===== config.mk =====
export PLATFORM = sky130hd
export DESIGN_NAME = ssi_slave_flat
export DESIGN_NICKNAME = d
export VERILOG_FILES = /design/src/pkg/ssi_pkg.sv /design/src/pkg/ssi_link_if.sv /design/src/ssi_slave.sv /design/src/flat_wrapper.sv
export VERILOG_INCLUDE_DIRS = /design/src /design/src/pkg
export SDC_FILE = /design/constraint.sdc
export NUM_CORES = 1
export LEC_CHECK = 0
export ABC_AREA = 1
export BUFFER_PORTS_ARGS = -buffer_cell sky130_fd_sc_hd__buf_2
export CORE_AREA = 2 2 82 84
export CTS_CLUSTER_DIAMETER = 30
export DETAILED_ROUTE_END_ITERATION = 10
export DIE_AREA = 0 0 84 86
export PLACE_DENSITY_LB_ADDON = 0.25
export SETUP_SLACK_MARGIN = 0.05
export SLEW_MARGIN = 20
export SYNTH_ARGS = -nofsm -noshare
export SYNTH_HDL_FRONTEND = slang
export SYNTH_SLANG_ARGS = --single-unit

===== constraint.sdc =====
create_clock -name mclk -period 1.6 [get_ports mclk]
set_clock_uncertainty 0.2 [all_clocks]
set_input_delay 0.08 -clock mclk [delete_from_list [all_inputs] [get_ports mclk]]
set_output_delay 0.08 -clock mclk [all_outputs]
set_load 0.02 [all_outputs]

===== src/pkg/ssi_map.svh =====
// Constants of the absolute position serial link
`ifndef SSI_MAP_SVH
`define SSI_MAP_SVH
`define SSI_CLK_MHZ 100
`define SSI_WORD_MAX 24
`define SSI_POS_MAX 23
`define SSI_MONO_NS 12000
`define SSI_MONO_CYC ((`SSI_MONO_NS * `SSI_CLK_MHZ) / 1000)
`define SSI_PAUSE_NS 16000
`define SSI_PAUSE_CYC (((`SSI_PAUSE_NS * `SSI_CLK_MHZ) + 999) / 1000)
`define SSI_DIV_HALF 50
`define SSI_RES_50 3'h0
`define SSI_RES_10 3'h1
`define SSI_RES_5 3'h2
`define SSI_RES_2 3'h3
`define SSI_RES_1 3'h4
`define SSI_SPEED_7 16'h0046
`define SSI_SPEED_28 16'h001C
`define SSI_SPEED_14 16'h000E
`endif


===== src/pkg/ssi_pkg.sv =====
// Types shared by both ends of the serial position link
package ssi_pkg;
   typedef logic [22:0] ssi_pos_t;
   typedef logic [2:0] ssi_res_t;
   typedef enum logic [1:0] {
      SSI_IDLE = 2'h0,
      SSI_SHIFT = 2'h1,
      SSI_MONO = 2'h3
   } ssi_slv_st_t;
   typedef enum logic [1:0] {
      SSI_M_IDLE = 2'h0,
      SSI_M_BURST = 2'h1,
      SSI_M_PAUSE = 2'h3
   } ssi_mst_st_t;
endpackage : ssi_pkg


===== src/pkg/ssi_link_if.sv =====
// Link wires between master and slave
interface ssi_link_if;
   logic sclk;
   logic sdata;
   modport slave (input sclk, output sdata);
   modport master (output sclk, input sdata);
endinterface : ssi_link_if


===== src/ssi_slave.sv =====
// Slave end: captures position and shifts it out on the serial link
`include "ssi_map.svh"
// Notes on behaviour
// - Clock idles high; first fall captures position
// - Following rise drives MSB first
// - Each further rise sends next bit
// - Master gives n rising edges
// - Surplus clocks send zeros after data
// - Monoflop timeout 12 us, no capture before
// - On timeout data goes high, ready
// - Master clocks at least word bits
// - Gray or binary fixed by variant
// - Word 19 to 24 bits by resolution
// - Position then trailing error bit
// - No zero, preset or direction function
// - Receiver scales count by resolution
// - Overspeed per variant counts as error
// - Master alone generates clock
// - Error bit high means no error
// - Master pauses 16 us between bursts
// - Clock between 100 kHz and 1 MHz
module ssi_slave #(
   parameter ssi_pkg::ssi_res_t RES_SEL = `SSI_RES_1,
   parameter bit GRAY_CODE = 1'b1
) (
   // Clock and reset
   input wire logic mclk,
   input wire logic reset,
   // Position source
   input wire ssi_pkg::ssi_pos_t position,
   input wire logic read_fault,
   input wire logic [15:0] speed_dm_s,
   // Link
   ssi_link_if.slave link
);
   import ssi_pkg::*;

   // ****************************************************
   // Word geometry and coding
   // ****************************************************
   // Word length per resolution variant
   function automatic logic [4:0] word_len(input ssi_res_t r);
      unique case (r)
         `SSI_RES_50: word_len = 5'h13;
         `SSI_RES_10: word_len = 5'h15;
         `SSI_RES_5: word_len = 5'h16;
         `SSI_RES_2: word_len = 5'h17;
         default: word_len = 5'h18;
      endcase
   endfunction : word_len

   // Overspeed limit in 0.1 m/s per variant
   function automatic logic [15:0] speed_lim(input ssi_res_t r);
      if (r == `SSI_RES_2) begin
         speed_lim = `SSI_SPEED_28;
      end else if (r == `SSI_RES_1) begin
         speed_lim = `SSI_SPEED_14;
      end else begin
         speed_lim = `SSI_SPEED_7;
      end
   endfunction : speed_lim

   // Reflected binary of the position field
   // The error bit never passes through here
   function automatic ssi_pos_t gray_of(input ssi_pos_t b);
      gray_of = b ^ (b >> 1);
   endfunction : gray_of

   // Word and field lengths of the chosen variant
   localparam logic [4:0] WLEN = word_len(RES_SEL);
   localparam logic [4:0] PLEN = WLEN - 5'h01;
   // Monoflop length in mclk cycles
   localparam logic [13:0] MONO_CYC = 14'(`SSI_MONO_CYC);

   // Bits of the raw count that belong to this variant's field
   localparam ssi_pos_t PMASK = 23'h7FFFFF >> (5'h17 - PLEN);

   // Left alignment: position MSB lands on bit 23, error bit follows
   localparam logic [4:0] POS_SHIFT = 5'h18 - PLEN;
   localparam logic [4:0] ERR_SHIFT = 5'h18 - WLEN;

   // ****************************************************
   // Clock pin synchroniser, three stages
   // ****************************************************
   // Pin stages and the agreed clock level
   logic [2:0] sync_r;
   logic [2:0] sync_nxt;
   logic clk_lvl_r;
   logic clk_lvl_nxt;
   logic fall;
   logic rise;

   // Shift in pin and track agreed level; a one-cycle glitch never agrees
   // Edges are seen two to three cycles late, far below a link half period
   always_comb begin
      sync_nxt = {sync_r[1:0], link.sclk};
      clk_lvl_nxt = clk_lvl_r;
      if (sync_r[1] == sync_r[2]) begin
         clk_lvl_nxt = sync_r[2];
      end
   end

   // Register synchroniser stages
   always_ff @(posedge mclk) begin
      if (reset) begin
         sync_r <= 3'h7;
         clk_lvl_r <= 1'b1; // Idle high
      end else begin
         sync_r <= sync_nxt;
         clk_lvl_r <= clk_lvl_nxt;
      end
   end

   // Edges of the agreed level
   assign fall = clk_lvl_r & ~clk_lvl_nxt;
   assign rise = ~clk_lvl_r & clk_lvl_nxt;

   // ****************************************************
   // Frame state machine
   // ****************************************************
   // Frame state
   ssi_slv_st_t st_r;
   ssi_slv_st_t st_nxt;

   // Shift word, MSB at bit 23
   logic [23:0] word_r;
   logic [23:0] word_nxt;

   // Monoflop timer, counts high clock time after the last rise
   logic [13:0] tmr_r;
   logic [13:0] tmr_nxt;
   logic sdata_r;
   logic sdata_nxt;

   // Field coding and the assembled frame
   ssi_pos_t raw;
   logic [22:0] coded;
   logic err_n;
   logic [23:0] frame;

   // Raw count of the field only, no offset applied
   // Upper bits belong to longer variants and must not reach the gray stage
   always_comb begin
      raw = position & PMASK;
      coded = GRAY_CODE ? gray_of(raw) : raw;
      err_n = ~(read_fault | (speed_dm_s > speed_lim(RES_SEL)));
      frame = ({1'b0, coded} << POS_SHIFT) | ({23'h000000, err_n} << ERR_SHIFT);
   end

   // Capture, shift and monoflop
   always_comb begin
      st_nxt = st_r;
      word_nxt = word_r;
      tmr_nxt = tmr_r;
      sdata_nxt = sdata_r;
      unique case (st_r)
         SSI_IDLE: begin
            // Line stays high; the first agreed fall captures the position
            if (fall) begin
               // Left aligned: position then error bit
               word_nxt = frame;
               st_nxt = SSI_SHIFT;
               tmr_nxt = 14'h0000;
            end
         end
         SSI_SHIFT: begin
            // Falls here belong to the burst; no recapture before release
            if (rise) begin
               sdata_nxt = word_r[23];
               word_nxt = {word_r[22:0], 1'b0}; // Zeros follow data
               tmr_nxt = 14'h0000;
            end else if (!clk_lvl_r) begin
               tmr_nxt = 14'h0000;
            end else if (tmr_r == MONO_CYC - 14'h0001) begin
               st_nxt = SSI_MONO;
            end else begin
               tmr_nxt = tmr_r + 14'h0001; // Burst end measured
            end
         end
         SSI_MONO: begin
            // Release the data line, then wait for a fresh fall
            sdata_nxt = 1'b1;
            st_nxt = SSI_IDLE;
         end
         default: st_nxt = SSI_IDLE;
      endcase
   end

   // Register frame state, word, timer and data pin
   always_ff @(posedge mclk) begin
      if (reset) begin
         st_r <= SSI_IDLE;
         word_r <= 24'h000000;
         tmr_r <= 14'h0000;
         sdata_r <= 1'b1;
      end else begin
         st_r <= st_nxt;
         word_r <= word_nxt;
         tmr_r <= tmr_nxt;
         sdata_r <= sdata_nxt;
      end
   end

   // ****************************************************
   // Link output
   // ****************************************************
   // Data pin comes straight from its register
   assign link.sdata = sdata_r;
endmodule : ssi_slave

===== src/flat_wrapper.sv =====
// flat-port wrapper written by rule: the top's interface ports become plain ports
module ssi_slave_flat import ssi_pkg::*;
#(
   parameter ssi_pkg::ssi_res_t RES_SEL = `SSI_RES_1,
   parameter bit GRAY_CODE = 1'b1
)
  (mclk, reset, position, read_fault, speed_dm_s, link_sclk, link_sdata);
  ssi_link_if link_i ();
  input wire logic mclk;
  input wire logic reset;
  input wire ssi_pkg::ssi_pos_t position;
  input wire logic read_fault;
  input wire logic [15:0] speed_dm_s;
  input wire logic [$bits(link_i.sclk)-1:0] link_sclk;
  output wire logic [$bits(link_i.sdata)-1:0] link_sdata;
  assign link_i.sclk = link_sclk;
  assign link_sdata = link_i.sdata;
  ssi_slave #(.RES_SEL(RES_SEL), .GRAY_CODE(GRAY_CODE)) u_core (.mclk(mclk), .reset(reset), .position(position), .read_fault(read_fault), .speed_dm_s(speed_dm_s), .link(link_i));
endmodule

==> flow_summary.yaml, run 1 <==
hold_path:
  holdPathEnd: "u_core.word_r[0]"
  min-delay-path-class: "in2reg"
  hold_path.startpoint: "speed_dm_s[2]"
  whs_path_depth: 6
finish:
  mostFrequentLayoutCells: "85 x nand2_1, 58 x nor2_1, 43 x buf_2, 36 x dlygate4sd3_1, 31 x dfxtp_1"
  syn_to_final_growth_pct: 48.5
  drive_gt1_frac: 0.292
  fill_cells: 543
  mostFrequentLayoutCell: "nand2_1"
  seqCellArea_um2: 923
  finish.net_count: 536
  multi_input_area_um2: 1600
  n_antenna_cell: 0
sta:
  maxSlewViolCount: 0
  rsz0062_at_grt: "yes"
  fin_ws_ps: 11.2
  hold_viol_final: 0
  tightest_slew_ps: 282
  fmax_mhz: 629
  finalCriticalPeriod_ps: 1590
  min_period_over_period: 0.993
  final-setup-viol-count: 0
  slew-limit-headroom: 0.810
worst_setup_path:
  critPathMaxFanout: 7
  reg2reg_slack_ps: 10
  cp-start-kind: "flop"
  cp.arrival_ps: 1590
  setup.worst_path.class: "reg2reg"
  r2r_start: "u_core.clk_lvl_r"
  r2r_cells: 7
  crit_path_end_kind: "flop"
  required_ps: 1600
  r2r-end: "u_core.word_r[23]"
power_and_ir_drop:
  leakage_nw: 1.57
  powerDensity_nw_per_um2: 623
  peakVddDrop_mv: 0.412
  total_power_mw: 2.33
global_route:
  grt.total_usage: 0.194
  grt_pass1_vias: 2697
  overflow: 0
  grt_pass1_wl_um: 11500
  grt_max_degree: 31
  antenna_found_initial: 0
status:
  status: "finished, final reports clean"
route:
  via_count: 2855
  drt-initial-drc-count: 147
  routedWlPerCell_um: 12.8
  drc: 0
  viasPerCell: 5.01
  ant_nets: 0
  wl_um: 7320
  drtPass1Iterations: 4
logic_synthesis:
  netlist_area_um2: 2520
  syn_inst: 394
  synth.distinct_cells: 32
  ys_seq_area_frac: 0.357
  avgSynthCellArea_um2: 6.41
  syn_nets: 438
  ys_warn_count: 0
  yosys_register_bits: 45
floorplan:
  core_um2: 6280
  io_pins: 44
  start_util: 0.402
  dieWidth_um: 84
  die_h_um: 86
  die_area_um2: 7220
  row_count: 29
clocking:
  clkLatencyLatePin_ps: 310
  cts_max_level: 2
  cts_root_buf: "clkbuf_8"
  cts.path.max_buffers: 2
  clk_pin_slew_ps: 90
  cts_buffers: 5
  tritoncts: "yes"
  cts.sinks: 45
placed_design:
  place.gp.congestion: 0.848
  dp_hpwl_um: 4280
  io_buffers: 43
  pre_cts_slack_ps: -43.5
job:
  maxCapViolations: 0
==> through the flow <==
step / utilization / instance area (µm²) / TNS (ps) / hold WS, ps / std cells
floorplan: - / 2530 / 0 / -16.2 / 394
CTS: 0.550 / 3450 / 0 / 1.45 / 564
finish: 0.597 / 3750 / 0 / 1.86 / 570
global placement: 0.463 / 2910 / -20.8 / 68.1 / 517
global route: 0.597 / 3750 / -124 / 49.0 / 570
detailed placement: 0.463 / 2910 / -51.0 / 73.3 / 517
==> routing by layer <==
metal  up-vias  GRT usage  wire, µm
met5         -          0         0
met3         9     0.0366       290
li1       1493          -         -
met2        55      0.343      3630
met4         0     0.0660       109
met1      1298      0.238      3290
==> critical path: stages, from the launching register on <==
cell and delay, ps:
dfxtp_4 390, a21oi_4 190, a21oi_4 110, nor2_4 220, clkbuf_16 200, nand3_2 70, nand2_1 60, a21oi_1 50
==> synth_stat cells <==
| cell | count | area (µm²) |
|---|---|---|
| a21o_1 | 1 | 7.51 |
| a21oi_1 | 32 | 160 |
| a21oi_2 | 1 | 8.76 |
| a31oi_1 | 1 | 6.26 |
| buf_2 | 5 | 25.0 |
| buf_4 | 3 | 22.5 |
| buf_6 | 3 | 33.8 |
| clkbuf_1 | 6 | 22.5 |
| dfxtp_1 | 45 | 901 |
| ha_1 | 1 | 12.5 |
| inv_1 | 31 | 116 |
| inv_2 | 3 | 11.3 |
| mux2i_1 | 1 | 10.0 |
| nand2_1 | 86 | 323 |
| nand2_2 | 3 | 18.8 |
| nand2_4 | 1 | 11.3 |
| nand3_1 | 18 | 90.1 |
| nand3_2 | 1 | 10.0 |
| nand3b_1 | 2 | 15.0 |
| nand4_1 | 12 | 75.1 |
| nor2_1 | 72 | 270 |
| nor3_1 | 4 | 20.0 |
| nor4_1 | 2 | 12.5 |
| o21a_1 | 2 | 15.0 |
| o21ai_0 | 39 | 195 |
| o21ai_1 | 4 | 20.0 |
| o21bai_1 | 1 | 7.51 |
| o22ai_1 | 4 | 25.0 |
| o311ai_0 | 1 | 8.76 |
| or2_2 | 4 | 25.0 |
| xnor2_1 | 3 | 26.3 |
| xor2_1 | 2 | 17.5 |
==> state kept, by name, summed over array words and instances, names as in the netlist <==
signal,count
u_core.word_r,24
u_core.tmr_r,14
u_core.clk_lvl_r,1
u_core.link.sdata,1
u_core.st_r,2
u_core.sync_r,3
==> layout make-up <==
type,instances,share of cell area
multi-input combinational,298,0.427
sequential,45,0.246
timing repair buffer,108,0.233
inverter,34,0.0367
tap,77,0.0257
clock buffer,5,0.0184
clock inverter,3,0.0124
==> where the power goes <==
group          switching (mW)  internal [mW]  leakage [nW]  total, mW
clock                   0.435          0.468        0.0543      0.903
combinational           0.129          0.160          1.14      0.289
sequential             0.0101           1.13         0.369       1.14
==> repair_timing <==
| action | in CTS | in global routing |
|---|---|---|
| setup buffers | 3 | 4 |
| resized for setup | 12 | 73 |
| setup endpoints to repair | 38 | 38 |
| endpoints found under the hold margin | 21 | 0 |
| hold buffers | 36 | 0 |
| gates cloned | 0 | 2 |
| pin swaps | 3 | 14 |
==> cell families (layout without fill, tap and decap cells) <==
kind of cell | after synthesis | in the layout | share of synthesized area
AND/OR/NAND/NOR | 205 | 205 | 0.345
AO/OA/AOI/OAI | 86 | 86 | 0.180
buffers and inverters | 51 | 150 | 0.0917
flip-flops | 45 | 45 | 0.357
XOR/XNOR | 5 | 5 | 0.0174
adder cells (fa/ha/maj) | 1 | 1 | 0.00496
multiplexers | 1 | 1 | 0.00397
==> how the worst max path moves through the flow <==
stage | slack (ps) | cells past startpoint | startpoint | endpoint
floorplan | 30 | 8 | u_core.tmr_r[0] | u_core.tmr_r[10]
global placement | -20 | 8 | u_core.tmr_r[1] | u_core.tmr_r[10]
detailed placement | -40 | 8 | u_core.tmr_r[1] | u_core.tmr_r[10]
CTS | 50 | 8 | u_core.tmr_r[1] | u_core.tmr_r[10]
global route | -40 | 9 | u_core.clk_lvl_r | u_core.word_r[23]
finish | 10 | 7 | u_core.clk_lvl_r | u_core.word_r[23]
Note: power is estimated with default switching activity, not from simulation.
==> inputs of run 2 (changes only) <==
--- a/config.mk
+++ b/config.mk
@@ -13,6 +13,7 @@
 export DETAILED_ROUTE_END_ITERATION = 10
 export DIE_AREA = 0 0 84 86
 export PLACE_DENSITY_LB_ADDON = 0.25
+export REMOVE_ABC_BUFFERS = 1
 export SETUP_SLACK_MARGIN = 0.05
 export SLEW_MARGIN = 20
 export SYNTH_ARGS = -nofsm -noshare
==> flow_summary.yaml, run 2 (synthesis results as in run 1) <==
power_and_ir_drop:
  peakVddDrop_mv: 0.409
  powerDensity_nw_per_um2: 595
  total_power_mw: 2.24
  leakage_nw: 1.58
sta:
  fin_ws_ps: 26.8
  hold_viol_final: 0
  fmax_mhz: 636
  maxSlewViolCount: 0
  rsz0062_at_grt: "yes"
  tightest_slew_ps: 282
  whs_ps: 58.8
  slew-limit-headroom: 0.812
  final-setup-viol-count: 0
  finalCriticalPeriod_ps: 1570
  fin_setup_tns_ps: 0
  min_period_over_period: 0.983
worst_setup_path:
  cp-start-kind: "flop"
  required_ps: 1630
  setup.worst_path.class: "reg2reg"
  cp.arrival_ps: 1600
  crit_path_end_kind: "flop"
  cp_slowest_cell: "dfxtp_4"
  crit_chain: "inv_2 > nand2_4 > inv_6 > a21oi_4 > clkinv_4 > buf_6 > nand3_1 > nand2_1 > inv_1 > nor2_1"
  slowest_delay_ps: 380
  critPathMaxFanout: 5
global_route:
  grt_pass1_wl_um: 12200
  grt_max_degree: 30
  overflow: 0
  antenna_found_initial: 0
  grt.total_usage: 0.205
  grt_pass1_vias: 2790
floorplan:
  die_h_um: 86
  row_count: 29
  die_area_um2: 7220
  core_um2: 6280
  dieWidth_um: 84
  start_util: 0.402
  io_pins: 44
finish:
  n_antenna_cell: 0
  finish.net_count: 544
  syn_to_final_growth_pct: 49.0
  mostFrequentLayoutCells: "86 x nand2_1, 61 x nor2_1, 43 x buf_2, 41 x dlygate4sd3_1, 32 x dfxtp_1"
  largest_reg_flops: 24
  mostFrequentLayoutCell: "nand2_1"
  largest_register: "u_core.word_r"
  final_design_area_no_fill_um2: 3760
  fin_util: 0.599
  reg_top3: "u_core.word_r x24, u_core.tmr_r x14, u_core.sync_r x3"
  fin_cells: 578
  fill_cells: 545
  drive_gt1_frac: 0.271
job:
  maxCapViolations: 0
clocking:
  cts_buffers: 5
  cts_root_buf: "clkbuf_8"
  clk_pin_slew_ps: 100
  clkLatencyLatePin_ps: 320
  tritoncts: "yes"
  cts.path.max_buffers: 2
  cts.sinks: 45
  cts_max_level: 2
route:
  ant_nets: 0
  viasPerCell: 4.98
  drc: 0
  via_count: 2881
  drt-initial-drc-count: 182
  routedWlPerCell_um: 12.7
  wl_um: 7360
  drtPass1Iterations: 4
placed_design:
  post_dp_cell_area_um2: 2930
  place.gp.congestion: 0.901
  io_buffers: 43
  dp_hpwl_um: 4270
  dp_cells: 520
  pre_cts_slack_ps: -109
status:
  status: "finished, final reports clean"
hold_path:
  min-delay-path-class: "in2reg"
## run 2: cell count changes in the layout (fill, tap and decap cells not counted), sizes merged
cell and change:
dlygate4sd3 +5, buf +3, bufinv -1, clkinv +1, clkinvlp -1, nand2 +1
## run 2: layer usage
metal,up-vias,GRT usage,wire length [µm]
met3,21,0.0289,229
met4,0,0.0953,229
met1,1294,0.235,3290
li1,1505,-,-
met2,61,0.377,3620
met5,-,0,0
## run 2: worst paths after layout
kind	startpoint	endpoint	slack, ps	cells after the start
setup reg to reg	u_core.st_r[1]	u_core.tmr_r[10]	30	10
hold / removal	position[18]	u_core.word_r[18]	60	5
setup / recovery	u_core.st_r[1]	u_core.tmr_r[10]	30	10
hold reg to reg	u_core.sync_r[0]	u_core.sync_r[1]	220	1
## run 2: where the power goes
| part | switching, mW | internal, mW |
|---|---|---|
| clock | 0.438 | 0.359 |
| sequential | 0.00916 | 1.13 |
| combinational | 0.132 | 0.168 |
## run 2: final cells by class
| class | count | area [µm²] | area share |
|---|---|---|---|
| well taps | 77 | 96.3 | 0.0256 |
| clock buffers | 6 | 82.6 | 0.0220 |
| clock inverters | 2 | 17.5 | 0.00466 |
| repair buffers | 115 | 932 | 0.248 |
| multi-input cells | 299 | 1570 | 0.417 |
| inverters | 34 | 143 | 0.0379 |
| flip-flops and latches | 45 | 922 | 0.245 |
## run 2: worst max-delay path: cells and delay by family, from the launching register on
| family | cells | cell delay [ps] |
|---|---|---|
| compound gates | 1 | 200 |
| simple gates | 4 | 260 |
| flops | 1 | 380 |
| buf+inv | 5 | 460 |
## run 2: repair_timing
item / 4_1_cts / 5_1_grt
endpoints found under the hold margin: 33 / 0
gates cloned: 1 / 2
pin swaps: 3 / 10
endpoints found under the setup margin: 38 / 38
hold buffers: 41 / 0
buffers inserted: 1 / 5
gates resized for setup: 19 / 60
==> inputs of run 3 (changes only) <==
--- a/config.mk
+++ b/config.mk
@@ -7,11 +7,11 @@
 export NUM_CORES = 1
 export LEC_CHECK = 0
 export ABC_AREA = 1
-export BUFFER_PORTS_ARGS = -buffer_cell sky130_fd_sc_hd__buf_2
 export CORE_AREA = 2 2 82 84
 export CTS_CLUSTER_DIAMETER = 30
 export DETAILED_ROUTE_END_ITERATION = 10
 export DIE_AREA = 0 0 84 86
+export DONT_BUFFER_PORTS = 1
 export PLACE_DENSITY_LB_ADDON = 0.25
 export REMOVE_ABC_BUFFERS = 1
 export SETUP_SLACK_MARGIN = 0.05
==> flow_summary.yaml, run 3 (synthesis results as in run 1) <==
floorplan:
  die_h_um: 86
  die_area_um2: 7220
  io_pins: 44
  dieWidth_um: 84
  start_util: 0.402
  core_um2: 6280
  row_count: 29
route:
  drtPass1Iterations: 4
  wl_um: 7170
  drt-initial-drc-count: 162
  ant_nets: 0
  drc: 0
  via_count: 2726
  routedWlPerCell_um: 13.5
  viasPerCell: 5.13
worst_setup_path:
  cp-start-kind: "flop"
  crit_path_end_kind: "flop"
  crit_chain: "a21oi_4 > a21oi_4 > nor2_4 > clkbuf_16 > o21ai_1 > a21oi_1"
  cp.arrival_ps: 1630
  slowest_delay_ps: 370
  cp_slowest_cell: "dfxtp_4"
  crit_top_cell: "a21oi_4"
  critPathBufInv: 1
  critPathTopFamily: "compound AO/OA/AOI/OAI gates"
  required_ps: 1640
  reg2reg_slack_ps: 10
  setup.worst_path.class: "reg2reg"
  critPathMaxFanout: 7
clocking:
  cts_root_buf: "clkbuf_8"
  cts.sinks: 45
  cts_hold_buffers: 37
  clk_pin_slew_ps: 100
  clkLatencyLatePin_ps: 310
  cts_buffers: 5
  cts_max_level: 2
  cts.path.max_buffers: 2
  tritoncts: "yes"
power_and_ir_drop:
  peakVddDrop_mv: 0.464
  powerDensity_nw_per_um2: 611
  leakage_nw: 1.39
  total_power_mw: 2.17
finish:
  reg_top3: "u_core.word_r x24, u_core.tmr_r x14, u_core.sync_r x3"
  finish.net_count: 497
  syn_to_final_growth_pct: 40.5
  n_antenna_cell: 0
  mostFrequentLayoutCells: "85 x nand2_1, 60 x nor2_1, 37 x dlygate4sd3_1, 30 x dfxtp_1"
  drive_gt1_frac: 0.222
  mostFrequentLayoutCell: "nand2_1"
  fin_cells: 531
  largest_register: "u_core.word_r"
  largest_reg_flops: 24
sta:
  final-setup-viol-count: 0
  whs_ps: -389
  min_period_over_period: 0.991
  slew-limit-headroom: 0.827
  rsz0062_at_grt: "yes"
  tightest_slew_ps: 257
  maxSlewViolCount: 0
  finalCriticalPeriod_ps: 1590
  fin_ws_ps: 14.4
  fmax_mhz: 631
  hold_viol_final: 25
global_route:
  overflow: 0
  grt_pass1_wl_um: 11600
  grt_max_degree: 30
  antenna_found_initial: 0
  grt_pass1_vias: 2602
  grt.total_usage: 0.193
placed_design:
  dp_cells: 474
  io_buffers: 0
  dp_hpwl_um: 4180
  place.gp.congestion: 0.854
  pre_cts_slack_ps: -163
job:
  maxCapViolations: 0
status:
  violations: "hold timing"
  status: "complete, but fails checks"
hold_path:
  min-delay-path-class: "in2reg"
-- run 3: cell count changes in the layout (fill, tap and decap cells not counted), moves of 3 or more --
cell / previous run / this run
buf_4: 25 / 22
buf_2: 43 / 0
dlygate4sd3_1: 41 / 37
dfxtp_4: 2 / 5
-- run 3: power by group --
group	leakage, nW	switching [mW]	internal (mW)
logic	0.972	0.106	0.127
clock network	0.0518	0.439	0.360
registers	0.370	0.00892	1.13
-- run 3: repair_timing --
action	4_1_cts	5_1_grt
cloned	1	3
gates resized for setup	24	65
hold endpoints to repair	45	22
pin swaps	1	22
endpoints found under the setup margin	38	38
buffers inserted	3	5
-- run 3: through the flow --
step	area, µm²	setup TNS [ps]	util
4_1_cts	3280	0	0.523
2_1_floorplan	2420	-21640	-
3_3_place_gp	2700	-695	0.431
6_report	3540	0	0.565
3_5_place_dp	2700	-1660	0.431
5_1_grt	3540	-304	0.565
-- run 3: area by class of cell --
class                   instances  area (µm²)
clock buffers                   6        82.6
clock inverters                 2        17.5
fillers                       588        2730
inverters                      34         140
multi-input cells             299        1580
flip-flops and latches         45         932
well taps                      77        96.3
repair buffers                 68         694
-- run 3: path summary, 6_finish.rpt --
path / startpoint / endpoint / depth (start not counted)
worst max-delay path: u_core.sync_r[2] / u_core.word_r[21] / 6
worst min-delay path: reset / u_core.tmr_r[3] / 1
worst max register to register: u_core.sync_r[2] / u_core.word_r[21] / 6
worst min register to register: u_core.word_r[14] / u_core.word_r[14] / 2
-- run 3: layer usage --
layer  part of all wire  wire (µm)  track usage  vias up
met5                  0          0            0        -
met3              0.043        310       0.0308        7
li1                   -          -            -     1412
met2               0.51       3660        0.351       61
met1               0.44       3140        0.237     1246
met4             0.0098         70       0.0513        0
